## src/hdl/ctl_pkg.sv

```systemverilog
// Shared constants, field layouts and types of the I/O read and accumulator unit
package ctl_pkg;
  // Register byte offsets
  localparam logic [7:0] OFF_CMD_HDR = 8'h00;
  localparam logic [7:0] OFF_CMD_VAL = 8'h04;
  localparam logic [7:0] OFF_CMD_GO  = 8'h08;
  localparam logic [7:0] OFF_CFG     = 8'h0c;
  localparam logic [7:0] OFF_RPL_HDR = 8'h10;
  localparam logic [7:0] OFF_RPL_VAL = 8'h14;
  localparam logic [7:0] OFF_RPL_STA = 8'h18;
  localparam logic [7:0] OFF_ACCU    = 8'h1c;
  localparam logic [7:0] OFF_FLAGS   = 8'h20;
  localparam logic [7:0] OFF_DOUT    = 8'h24;

  // Opcodes and status codes
  localparam logic [7:0] OP_INPUT_READ = 8'h0f;
  localparam logic [7:0] OP_ACCUMULATOR_INSTR_A       = 8'h13;
  localparam logic [7:0] OP_COMPARE    = 8'h14;
  localparam logic [7:0] ST_OK         = 8'h64;
  localparam logic [7:0] ST_BAD_SUM    = 8'h01;
  localparam logic [7:0] ST_BAD_CMD    = 8'h02;
  localparam logic [7:0] ST_BAD_TYPE   = 8'h03;

  // Banks and special ports
  localparam logic [7:0] BANK_DIN        = 8'h00;
  localparam logic [7:0] BANK_ANA        = 8'h01;
  localparam logic [7:0] BANK_DOUT       = 8'h02;
  localparam logic [7:0] PORT_LAST_LINE  = 8'h07;
  localparam logic [7:0] PORT_LAST_ANA   = 8'h03;
  localparam logic [7:0] PORT_SUPPLY_RAW = 8'h04;
  localparam logic [7:0] PORT_TEMP_RAW   = 8'h05;
  localparam logic [7:0] PORT_EXTRA_ANALOG_INPUT_LINE = 8'h06;
  localparam logic [7:0] PORT_SUPPLY_DV  = 8'h08;
  localparam logic [7:0] PORT_TEMP_C     = 8'h09;
  localparam logic [7:0] PORT_ENABLE     = 8'h0a;
  localparam logic [7:0] PORT_ALL        = 8'hff;
  localparam int         ANA_CHANNELS    = 6;
  localparam int         LINES           = 8;

  // Reset values
  localparam logic [7:0] MOD_ADDR_RST  = 8'h01;
  localparam logic [7:0] HOST_ADDR_RST = 8'h02;

  // Calculate operation types
  typedef enum logic [7:0] {
    ACCUMULATOR_INSTR_A_ADD  = 8'h00,
    ACCUMULATOR_INSTR_A_SUB  = 8'h01,
    ACCUMULATOR_INSTR_A_MUL  = 8'h02,
    ACCUMULATOR_INSTR_A_DIV  = 8'h03,
    ACCUMULATOR_INSTR_A_MOD  = 8'h04,
    ACCUMULATOR_INSTR_A_AND  = 8'h05,
    ACCUMULATOR_INSTR_A_OR   = 8'h06,
    ACCUMULATOR_INSTR_A_XOR  = 8'h07,
    ACCUMULATOR_INSTR_A_NOT  = 8'h08,
    ACCUMULATOR_INSTR_A_LOAD = 8'h09
  } accumulator_instr_a_e;

  typedef enum logic [1:0] {
    EXEC_IDLE = 2'b01,
    EXEC_RUN  = 2'b10
  } exec_e;

  // Frame header, first byte in the top lane
  typedef struct packed {
    logic [7:0] addr;
    logic [7:0] opcode;
    logic [7:0] op_type;
    logic [7:0] bank;
  } cmd_hdr_s;

  typedef struct packed {
    logic [7:0] host;
    logic [7:0] module_addr;
    logic [7:0] status;
    logic [7:0] opcode;
  } rpl_hdr_s;

  typedef struct packed {
    logic [22:0] rsvd;
    logic        standalone;
    logic [7:0]  checksum;
  } go_s;

  typedef struct packed {
    logic [7:0] rsvd;
    logic [7:0] host;
    logic [7:0] module_addr;
    logic [6:0] rsvd2;
    logic       res16;
  } cfg_s;

  typedef struct packed {
    logic [20:0] rsvd;
    logic [7:0]  cond;
    logic        lt;
    logic        gt;
    logic        eq;
  } flags_s;

  typedef struct packed {
    logic [21:0] rsvd;
    logic        busy;
    logic        valid;
    logic [7:0]  checksum;
  } rpl_sta_s;

  // Converter results presented by the sampling logic
  typedef struct packed {
    logic [ANA_CHANNELS-1:0][15:0] ana;
    logic [9:0]                    supply_raw;
    logic [9:0]                    temp_raw;
    logic [15:0]                   supply_dv;
    logic signed [15:0]            temp_c;
  } adc_s;

  localparam int RES_SHIFT = 6;

  // Eight-bit sum of the eight header and value bytes
  function automatic logic [7:0] sum8(input logic [31:0] a, input logic [31:0] b);
    sum8 = a[31:24] + a[23:16] + a[15:8] + a[7:0] + b[31:24] + b[23:16] + b[15:8] + b[7:0];
  endfunction
endpackage

```

## src/hdl/sync2.sv

```systemverilog
// Two-stage synchroniser for asynchronous pin levels
`timescale 1ns/100ps
module sync2 #(
  parameter int W = 1
) (
  input  wire logic         pclk,
  input  wire logic         presetn,
  input  wire logic [W-1:0] d,
  output logic      [W-1:0] q
);
  typedef struct packed {
    logic [W-1:0] meta;
    logic [W-1:0] stab;
  } st_s;

  st_s s_q;
  st_s s_d;

  // First stage feeds only the second
  always_comb begin
    s_d      = s_q;
    s_d.meta = d;
    s_d.stab = s_q.meta;
  end

  always_ff @(posedge pclk or negedge presetn) begin
    if (!presetn) begin
      s_q <= '0;
    end else begin
      s_q <= s_d;
    end
  end

  assign q = s_q.stab;
endmodule // sync2

```

## src/hdl/accumulator_instr_a_unit.sv

```systemverilog
// Signed accumulator arithmetic and compare flags
`timescale 1ns/100ps
module accumulator_instr_a_unit (
  input  wire logic        [7:0]  op_type,
  input  wire logic signed [31:0] accu,
  input  wire logic signed [31:0] operand,
  output logic signed      [31:0] result,
  output logic                    type_ok,
  output logic                    eq,
  output logic                    gt,
  output logic                    lt
);
  // Operation select; a zero divisor keeps the accumulator
  always_comb begin
    result  = accu;
    type_ok = 1'b1;
    case (op_type)
      ctl_pkg::ACCUMULATOR_INSTR_A_ADD:  result = accu + operand;
      ctl_pkg::ACCUMULATOR_INSTR_A_SUB:  result = accu - operand;
      ctl_pkg::ACCUMULATOR_INSTR_A_MUL:  result = accu * operand;
      ctl_pkg::ACCUMULATOR_INSTR_A_DIV:  if (operand != '0) result = accu / operand;
      ctl_pkg::ACCUMULATOR_INSTR_A_MOD:  if (operand != '0) result = accu % operand;
      ctl_pkg::ACCUMULATOR_INSTR_A_AND:  result = accu & operand;
      ctl_pkg::ACCUMULATOR_INSTR_A_OR:   result = accu | operand;
      ctl_pkg::ACCUMULATOR_INSTR_A_XOR:  result = accu ^ operand;
      ctl_pkg::ACCUMULATOR_INSTR_A_NOT:  result = ~accu;
      ctl_pkg::ACCUMULATOR_INSTR_A_LOAD: result = operand;
      default:            type_ok = 1'b0;
    endcase
  end

  // Signed relations of accumulator to operand
  always_comb begin
    eq = (accu == operand);
    gt = (accu > operand);
    lt = (accu < operand);
  end
endmodule // accumulator_instr_a_unit

```

## src/hdl/io_read_accumulator_compare_unit.sv

```systemverilog
// Command executor for input read, calculate and compare, with APB registers
//
// The register offsets and the APB interface to the registers were chosen for this implementation.
`timescale 1ns/100ps
module io_read_accumulator_compare_unit (
  input  wire logic                 pclk,
  input  wire logic                 presetn,
  input  wire logic                 psel,
  input  wire logic                 penable,
  input  wire logic                 pwrite,
  input  wire logic [7:0]           paddr,
  input  wire logic [31:0]          pwdata,
  output logic      [31:0]          prdata,
  output logic                      pready,
  output logic                      pslverr,
  input  wire logic [7:0]           digital_input_line,
  input  wire logic                 enable_in,
  input  wire ctl_pkg::adc_s        adc,
  output logic      [7:0]           digital_output_line
);
  typedef struct packed {
    ctl_pkg::exec_e    state;
    ctl_pkg::cmd_hdr_s cmd_hdr;
    logic [31:0]       cmd_val;
    logic [7:0]        cmd_sum;
    logic              standalone;
    ctl_pkg::cfg_s     cfg;
    logic [31:0]       accu;
    logic              eq;
    logic              gt;
    logic              lt;
    ctl_pkg::rpl_hdr_s rpl_hdr;
    logic [31:0]       rpl_val;
    logic              rpl_valid;
    logic [7:0]        dout;
    logic [31:0]       prdata;
    logic              pready;
    logic              pslverr;
  } st_s;

  st_s                s_q;
  st_s                s_d;
  logic [8:0]         pins;
  logic [31:0]        accumulator_instr_a_res;
  logic               accumulator_instr_a_ok;
  logic               cmp_eq;
  logic               cmp_gt;
  logic               cmp_lt;
  logic [31:0]        rd_val;
  logic               rd_hit;
  logic [31:0]        in_val;
  logic               in_ok;
  logic [7:0]         cond;
  logic               access;
  logic               commit;

  // Pin levels come from outside the clock domain
  sync2 #(.W(9)) u_sync (
    .pclk    (pclk),
    .presetn (presetn),
    .d       ({enable_in, digital_input_line}),
    .q       (pins)
  );

  accumulator_instr_a_unit u_accumulator_instr_a (
    .op_type (s_q.cmd_hdr.op_type),
    .accu    (s_q.accu),
    .operand (s_q.cmd_val),
    .result  (accumulator_instr_a_res),
    .type_ok (accumulator_instr_a_ok),
    .eq      (cmp_eq),
    .gt      (cmp_gt),
    .lt      (cmp_lt)
  );

  // Scale an analog sample to the selected resolution
  function automatic logic [31:0] ana_scale(input logic [15:0] v, input logic res16);
    logic [15:0] r;
    r = v >> ctl_pkg::RES_SHIFT;
    ana_scale = res16 ? {16'h0000, v} : {16'h0000, r};
  endfunction

  // Jump conditions ZE NZ EQ NE GT GE LT LE from stored flags
  always_comb begin
    cond[0] = s_q.eq;
    cond[1] = !s_q.eq;
    cond[2] = s_q.eq;
    cond[3] = !s_q.eq;
    cond[4] = s_q.gt;
    cond[5] = s_q.gt | s_q.eq;
    cond[6] = s_q.lt;
    cond[7] = s_q.lt | s_q.eq;
  end

  // Line selected by bank and port; value bytes are not looked at
  always_comb begin
    in_val = '0;
    in_ok  = 1'b1;
    case (s_q.cmd_hdr.bank)
      ctl_pkg::BANK_DIN: begin
        if (s_q.cmd_hdr.op_type <= ctl_pkg::PORT_LAST_LINE) begin
          in_val[0] = pins[s_q.cmd_hdr.op_type[2:0]];
        end else if (s_q.cmd_hdr.op_type == ctl_pkg::PORT_ENABLE) begin
          in_val[0] = pins[ctl_pkg::LINES];
        end else if (s_q.cmd_hdr.op_type == ctl_pkg::PORT_ALL) begin
          in_val[ctl_pkg::LINES-1:0] = pins[ctl_pkg::LINES-1:0];
        end else begin
          in_ok = 1'b0;
        end
      end
      ctl_pkg::BANK_ANA: begin
        case (s_q.cmd_hdr.op_type)
          ctl_pkg::PORT_SUPPLY_RAW: in_val = {22'h0, adc.supply_raw};
          ctl_pkg::PORT_TEMP_RAW:   in_val = {22'h0, adc.temp_raw};
          ctl_pkg::PORT_SUPPLY_DV:  in_val = {16'h0000, adc.supply_dv};
          ctl_pkg::PORT_TEMP_C:     in_val = 32'(adc.temp_c);
          default: begin
            if (s_q.cmd_hdr.op_type <= ctl_pkg::PORT_LAST_ANA) begin
              in_val = ana_scale(adc.ana[s_q.cmd_hdr.op_type[2:0]], s_q.cfg.res16);
            end else if (s_q.cmd_hdr.op_type == ctl_pkg::PORT_EXTRA_ANALOG_INPUT_LINE ||
                         s_q.cmd_hdr.op_type == ctl_pkg::PORT_LAST_LINE) begin
              in_val = ana_scale(adc.ana[s_q.cmd_hdr.op_type[2:0] - 3'h2], s_q.cfg.res16);
            end else begin
              in_ok = 1'b0;
            end
          end
        endcase
      end
      ctl_pkg::BANK_DOUT: begin
        if (s_q.cmd_hdr.op_type <= ctl_pkg::PORT_LAST_LINE) begin
          in_val[0] = s_q.dout[s_q.cmd_hdr.op_type[2:0]];
        end else begin
          in_ok = 1'b0;
        end
      end
      default: in_ok = 1'b0;
    endcase
  end

  // Register read decode; unmapped offsets answer with an error
  always_comb begin
    ctl_pkg::flags_s   fl;
    ctl_pkg::rpl_sta_s rs;
    fl          = '0;
    rs          = '0;
    fl.cond     = cond;
    fl.lt       = s_q.lt;
    fl.gt       = s_q.gt;
    fl.eq       = s_q.eq;
    rs.busy     = (s_q.state == ctl_pkg::EXEC_RUN);
    rs.valid    = s_q.rpl_valid;
    rs.checksum = ctl_pkg::sum8(s_q.rpl_hdr, s_q.rpl_val);
    rd_hit      = 1'b1;
    rd_val      = '0;
    case (paddr)
      ctl_pkg::OFF_CMD_HDR: rd_val = s_q.cmd_hdr;
      ctl_pkg::OFF_CMD_VAL: rd_val = s_q.cmd_val;
      ctl_pkg::OFF_CMD_GO:  rd_val = {23'h0, s_q.standalone, s_q.cmd_sum};
      ctl_pkg::OFF_CFG:     rd_val = s_q.cfg;
      ctl_pkg::OFF_RPL_HDR: rd_val = s_q.rpl_hdr;
      ctl_pkg::OFF_RPL_VAL: rd_val = s_q.rpl_val;
      ctl_pkg::OFF_RPL_STA: rd_val = rs;
      ctl_pkg::OFF_ACCU:    rd_val = s_q.accu;
      ctl_pkg::OFF_FLAGS:   rd_val = fl;
      ctl_pkg::OFF_DOUT:    rd_val = {24'h000000, s_q.dout};
      default:              rd_hit = 1'b0;
    endcase
  end

  // One wait state: answer is built in the first access cycle
  assign access = psel & penable;
  assign commit = access & s_q.pready & pwrite & !s_q.pslverr;

  // Bus slave, command launch and execution
  always_comb begin
    ctl_pkg::go_s go;
    go        = pwdata;
    s_d       = s_q;
    s_d.pready  = 1'b0;
    s_d.pslverr = 1'b0;
    if (access && !s_q.pready) begin
      s_d.pready  = 1'b1;
      s_d.pslverr = !rd_hit;
      s_d.prdata  = pwrite ? 32'h00000000 : rd_val;
    end
    if (commit) begin
      case (paddr)
        ctl_pkg::OFF_CMD_HDR: s_d.cmd_hdr = pwdata;
        ctl_pkg::OFF_CMD_VAL: s_d.cmd_val = pwdata;
        ctl_pkg::OFF_CFG: begin
          s_d.cfg       = pwdata;
          s_d.cfg.rsvd  = '0;
          s_d.cfg.rsvd2 = '0;
        end
        ctl_pkg::OFF_DOUT:    s_d.dout = pwdata[ctl_pkg::LINES-1:0];
        ctl_pkg::OFF_CMD_GO: begin
          // A launch while busy is dropped; the frame in flight completes
          if (s_q.state == ctl_pkg::EXEC_IDLE) begin
            s_d.cmd_sum    = go.checksum;
            s_d.standalone = go.standalone;
            s_d.rpl_valid  = 1'b0;
            s_d.state      = ctl_pkg::EXEC_RUN;
          end
        end
        default: ;
      endcase
    end
    unique case (s_q.state)
      ctl_pkg::EXEC_IDLE: ;
      ctl_pkg::EXEC_RUN: begin
        s_d.state               = ctl_pkg::EXEC_IDLE;
        s_d.rpl_hdr.host        = s_q.cfg.host;
        s_d.rpl_hdr.module_addr = s_q.cfg.module_addr;
        s_d.rpl_hdr.opcode      = s_q.cmd_hdr.opcode;
        s_d.rpl_hdr.status      = ctl_pkg::ST_OK;
        s_d.rpl_val             = '0;
        // Frames for another module produce no reply
        s_d.rpl_valid = !s_q.standalone && (s_q.cmd_hdr.addr == s_q.cfg.module_addr);
        if (s_q.cmd_hdr.addr != s_q.cfg.module_addr) begin
          s_d.rpl_hdr = s_q.rpl_hdr;
          s_d.rpl_val = s_q.rpl_val;
        end else if (ctl_pkg::sum8(s_q.cmd_hdr, s_q.cmd_val) != s_q.cmd_sum) begin
          s_d.rpl_hdr.status = ctl_pkg::ST_BAD_SUM;
        end else begin
          case (s_q.cmd_hdr.opcode)
            ctl_pkg::OP_INPUT_READ: begin
              if (!in_ok) begin
                s_d.rpl_hdr.status = ctl_pkg::ST_BAD_TYPE;
              end else begin
                s_d.rpl_val = in_val;
                if (s_q.standalone || (s_q.cmd_hdr.bank == ctl_pkg::BANK_DIN &&
                                       s_q.cmd_hdr.op_type == ctl_pkg::PORT_ALL)) begin
                  s_d.accu = in_val;
                end
              end
            end
            ctl_pkg::OP_ACCUMULATOR_INSTR_A: begin
              if (!accumulator_instr_a_ok) begin
                s_d.rpl_hdr.status = ctl_pkg::ST_BAD_TYPE;
              end else begin
                s_d.accu    = accumulator_instr_a_res;
                s_d.rpl_val = s_q.cmd_val;
              end
            end
            ctl_pkg::OP_COMPARE: begin
              s_d.eq      = cmp_eq;
              s_d.gt      = cmp_gt;
              s_d.lt      = cmp_lt;
              s_d.rpl_val = s_q.cmd_val;
            end
            default: s_d.rpl_hdr.status = ctl_pkg::ST_BAD_CMD;
          endcase
        end
      end
    endcase
  end

  // State register; reset holds the documented defaults
  always_ff @(posedge pclk or negedge presetn) begin
    if (!presetn) begin
      s_q                 <= '0;
      s_q.state           <= ctl_pkg::EXEC_IDLE;
      s_q.cfg.module_addr <= ctl_pkg::MOD_ADDR_RST;
      s_q.cfg.host        <= ctl_pkg::HOST_ADDR_RST;
    end else begin
      s_q <= s_d;
    end
  end

  // Outputs straight from flops
  assign prdata              = s_q.prdata;
  assign pready              = s_q.pready;
  assign pslverr             = s_q.pslverr;
  assign digital_output_line = s_q.dout;
endmodule // io_read_accumulator_compare_unit

```

## config.mk

```make
export PLATFORM = sky130hd
export DESIGN_NAME = io_read_accumulator_compare_unit
export DESIGN_NICKNAME = d
export VERILOG_FILES = /design/src/hdl/ctl_pkg.sv /design/src/hdl/sync2.sv /design/src/hdl/accumulator_instr_a_unit.sv /design/src/hdl/io_read_accumulator_compare_unit.sv
export SDC_FILE = /design/constraint.sdc
export NUM_CORES = 2
export LEC_CHECK = 0
export ABC_AREA = 1
export BUFFER_PORTS_ARGS = -buffer_cell sky130_fd_sc_hd__buf_4
export CORE_MARGIN = 3
export CORE_UTILIZATION = 45
export CTS_BUF_LIST = sky130_fd_sc_hd__clkbuf_2
export DETAILED_ROUTE_END_ITERATION = 6
export SETUP_SLACK_MARGIN = 0.3
export SYNTH_ARGS = -nofsm -noshare
export SYNTH_HDL_FRONTEND = slang
export SYNTH_HIERARCHICAL = 1
export SYNTH_SLANG_ARGS = --single-unit
```

## constraint.sdc

```tcl
create_clock -name pclk -period 87.8 [get_ports pclk]
set_clock_uncertainty 0.1 [all_clocks]
set_input_delay 17.56 -clock pclk [delete_from_list [all_inputs] [get_ports pclk]]
set_output_delay 17.56 -clock pclk [all_outputs]
set_load 0.01 [all_outputs]
```

# == Yosys cells after proc, flatten, opt, wreduce, memory -nomap -nowiden ==
# Cells that the tools add are included.
# classes
add_sub_neg,17
mul,1
div_mod_pow,2
magnitude_cmp,7
n_eq_ne,37
n_shift,0
mux,64
bitwise,12
reduce_logical,30
# op_table
operator,n
32-bit case mux with 10 select lines,2
32-bit 2-to-1 mux,11
32-bit case mux with 4 select lines,1
107-bit 2-to-1 mux,1
8-bit adder,13
16-bit binary-select mux with 3-bit select,2
16-bit 2-to-1 mux,6
32-bit case mux with 3 select lines,1
32-bit case mux with 2 select lines,1
8-bit by 4-bit equality test with 1-bit output (second input constant),6
8-bit by 5-bit equality test with 1-bit output (second input constant),6
24-bit 2-to-1 mux,2
8-bit by 3-bit equality test with 1-bit output (second input constant),5
7-bit 2-to-1 mux,5
32-bit adder,1
32-bit bitwise AND,1
32-bit by 32-bit divider with 32-bit output,1
32-bit equality test,1
32-bit greater-than comparator,1
32-bit less-than comparator,1
32-bit by 32-bit remainder unit with 32-bit output,1
32-bit by 32-bit multiplier with 32-bit output,1
32-bit inverter,1
32-bit bitwise OR,1
other kinds (42),98
# totals
ff_bits,251
latch_bits,0
mem_bits_rw,0
mem_bits_ro,0
word_cells,197
memories,0

# == Longest topological paths before layout ==
# depth
ltp_word,11
depth_mapped,595

# == Modules after synthesis ==
# The synthesis kept the hierarchy.
# modules_own_cells
module,n_inst,cells_per_inst,area_per_inst_um2,seq_area_each_um2
accumulator_instr_a_unit,1,9553,57222.4,0.0
io_read_accumulator_compare_unit,1,2282,16388.2,5734.2
sync2,1,18,450.4,450.4

# == Worst setup path after synthesis ==
# OpenSTA, ideal clock, no wires.
# synth_timing
path_kind,reg-to-reg
from,reg s_q[183] (netlist name)
to,reg s_q[140] (netlist name)
setup_time_ns,0.113
t_arrival_ns,70.677
required_time_ns,87.587
path_slack_ns,16.910
path_stages_with_launch,555
path_buffers,24
synth_period_minus_slack_ns,70.890
path_cell_list,dfrtp_1 inv_2 ha_1 nor2_1 xor2_1 nand2_1 nor2_1 nand3_1 nor2_1 nand3_1 o41ai_2 nand2_1 o21ai_1 inv_1 ha_1 o21ai_0 a211oi_1 nand2_2 (+519 left out) inv_1 nor4_1 inv_1 nor3_1 nand3_1 nor3_1 nand3_1 nand2_1 o21ai_0 a21o_1 a31oi_1 a21oi_1 nand2_1 nand2_1 inv_1 nand4_1 nand2_1 inv_1
# synth_between
elab_chain_cells,5
# synth_lines
element,line_no,text
start: declaration,io_read_accumulator_compare_unit.sv:41,st_s s_q;
32-bit by 32-bit remainder unit with 32-bit output / 32-bit by 32-bit divider with 32-bit output (equally long branches),"accumulator_instr_a_unit.sv:22, accumulator_instr_a_unit.sv:21",
32-bit 2-to-1 mux (on tied branches),"accumulator_instr_a_unit.sv:22, accumulator_instr_a_unit.sv:21",
32-bit case mux with 10 select lines *,accumulator_instr_a_unit.sv:17,case (op_type)
named net accumulator_instr_a_res[30],io_read_accumulator_compare_unit.sv:44,logic [31:0] accumulator_instr_a_res;
32-bit 2-to-1 mux *,io_read_accumulator_compare_unit.sv:238,if (!accumulator_instr_a_ok) begin
32-bit case mux with 2 select lines *,io_read_accumulator_compare_unit.sv:225,case (s_q.cmd_hdr.opcode)
# Mark *: on every way through the listed nets, which the timed path passes. The rest lies on a longest branch. The select of a mux whose other input is x is not followed.
# A chain may end at the register's enable or synchronous reset.

==> results.toml <==
[run_status]
status = "finished, violations left"
failed_checks = "design-rule violations"

[timing]
post-route-period-util = 0.908
fin_setup_tns_ps = 0
period_minus_slack_ps = 79760
slew_viol_final = 0
fin_hold_ws_ps = 257
final-setup-viol-count = 0
rsz0062_at_grt = "yes"
worst_pin_slew_ps = 1250
fmax_mhz = 12.5
hold_violations = 0
relSlewSlack = 0.164

[setup_path]
crit_top_cell = "nand2_1"
cp_slowest_stage_delay_ps = 830
crit_arrival_ps = 80570
worstPathRequired_ps = 88600
setup.worst_path.class = "flop to flop"
slowest_stage = "dfrtp_1"
path_max_fanout = 31
start_kind = "flop"
worst_setup_path_end_kind = "flop"

[synth]
yosysTopAreaCell = "nand2_1"
synth_area_leaders = "nand2_1 (17%), ha_1 (14%), fa_1 (13%)"
synth_nets = 13300
synth_top_cell_area_share = 0.173
syn_area_per_cell_um2 = 6.25
ys_warn_count = 6
ys_types = 86
synth_commonest_cells = "nand2_1 (3410), inv_1 (2123), ha_1 (800), a21oi_1 (700)"
synth_seq_cells = 247
async_reset_ff_frac = 1.00
synth-edff-count = 0
syn_area_mm2 = 0.0741
yosysMostFrequentCell = "nand2_1"
synthCells = 11900
yosys_most_used_dff = "dfrtp_1"
ys_seq_area_frac = 0.0835

[layout]
layout-drive-gt1-share = 0.0858
final_nets = 13500
layout.cells.non_filler = 14200
fillCellCount = 17300
area_growth_pct = 7.77

[routing]
vias = 81700
dr.pass1.iters = 7
drt-initial-drc-count = 8500
wl_per_cell_um = 23.8
drc = 3
via_per_inst = 5.75
drt-total-wl_mm = 338
antenna_left = 0

[clocking]
cts_root_buffer = "clkbuf_2"
insertion_delay_ps = 1100
cts_tree = "done"
h-tree-depth = 3
cts_buffer_depth = 3
cts_sinks = 247
clk_pin_slew_ps = 100
numCtsBuffers = 69

[global_routing]
track_usage = 0.385
grt.overflow.total = 0
grt_max_degree = 148
grt_pass1_vias = 77300
antenna_found_initial = 18
grt_pass1_wl_mm = 494

[die]
dieArea_mm2 = 0.169
fp-row-count = 148
core_area_mm2 = 0.163
io-pin-count = 244
die_w_um = 412
initial_core_util = 0.454
die_h_um = 412

[place]
io_buffers = 243
hpwl_mm = 267
dpl.cell_count = 14000
gp_congestion = 1.09

[hold_path]
min-delay-path-class = "flop to flop"

[flow_run]
drv_cap = 0
-- final cells by class --
class / instances / area, um2 / area share
Timing Repair Buffer: 461 / 3580 / 0.0448
Tap cell: 2175 / 2720 / 0.0341
Sequential cell: 247 / 6210 / 0.0778
Inverter: 2188 / 8340 / 0.105
Multi-Input combinational cell: 9005 / 58300 / 0.730
Clock inverter: 29 / 206 / 0.00259
Timing Repair inverter: 3 / 15.0 / 0.000188
Clock buffer: 94 / 470 / 0.00589
Antenna cell: 8 / 20.0 / 0.000251
-- cell families (layout without fill, tap and decap cells) --
| group | after synthesis | in the layout | share of synthesized area |
|---|---|---|---|
| AOI/OAI and AO/OA | 1874 | 1875 | 0.147 |
| adders and majority gates | 1287 | 1287 | 0.267 |
| buffers and inverters | 2602 | 2775 | 0.137 |
| muxes | 1 | 1 | 0.000135 |
| DFF | 247 | 247 | 0.0835 |
| and+or+nand+nor | 5367 | 5367 | 0.309 |
| xor gates and xnor gates | 475 | 475 | 0.0563 |
| other | 0 | 8 | 0 |
-- path summary, 6_finish.rpt --
path / startpoint / endpoint / slack, ps / cells after the start
max: s_q[190]$_DFFE_PN0P_ / s_q[141]$_DFFE_PN0P_ / 8040 / 696
min: u_sync/s_d[3]$_DFF_PN0_ / u_sync/q[3]$_DFF_PN0_ / 260 / 0
max reg2reg: s_q[190]$_DFFE_PN0P_ / s_q[141]$_DFFE_PN0P_ / 8040 / 546
min reg2reg: u_sync/s_d[3]$_DFF_PN0_ / u_sync/q[3]$_DFF_PN0_ / 260 / 0
max in group asynchronous: presetn / s_q[233]$_DFFE_PN0P_ / 69800 / 2
min in group asynchronous: presetn / s_q[163]$_DFFE_PN0P_ / 16410 / 1
-- per-layer routing --
metal	track usage	vias up	share of wire
li1	-	38000	-
met1	0.529	39000	0.43
met2	0.589	4005	0.42
met3	0.0770	737	0.097
met4	0.153	12	0.047
met5	0	-	0.00066
-- cell usage in the layout (no fill, tap or decap), types with 21 or more instances in the layout --
cell and n:
o211ai_1 47, o21ai_0 510, o221ai_1 51, fa_1 487
o2111ai_1 25, nor3_1 119, nor2_2 33, clkbuf_2 94
o21bai_1 30, clkinv_1 25, nand2_1 3395, nand3_2 29
o22ai_1 80, or2_2 109, a211oi_1 48, nand4_1 151
a31oi_1 44, xnor2_1 192, inv_1 2109, a221oi_1 28
nor2_4 31, nand3_1 642, a21oi_1 684, nor2_1 631
a21o_1 31, nand3b_1 21, nor3_2 23, nor4_1 42
a21boi_0 26, o21ai_1 111, buf_4 444, inv_2 43
and2_1 25, ha_1 799, nand2_2 49, xor2_1 278
dfrtp_1 233
-- worst max-delay path: cells and delay by family (launching register included) --
kind            cells  cell delay, ps
xor+xnor            6            1050
fa+ha+maj          37           12000
compound gates    187           31840
buf+inv           108           10840
flops               1             830
simple gates      358           43270
-- sequential cells by signal, summed over array words and instances, names as in the netlist --
signal	flops
cond	3
digital_output_line	8
prdata	32
pready	1
pslverr	1
s_q	184
u_sync/q	9
u_sync/s_d	9
-- repair_timing --
action	4_1_cts	5_1_grt
gates resized for setup	0	181
buffers inserted	0	61
hold buffers	0	0
endpoints found under the setup margin	0	32
-- stage by stage --
stage	cell area, um2	setup slack, ps	util
2_1_floorplan	74100	16910	-
3_3_place_gp	77900	3510	0.478
3_5_place_dp	77900	1370	0.478
4_1_cts	78600	1040	0.482
5_1_grt	79800	167	0.489
6_report	79800	8040	0.489
Power is left out: the tool's default activity adds up to more than one toggle a clock period on the data nets, which glitch-free logic cannot reach.
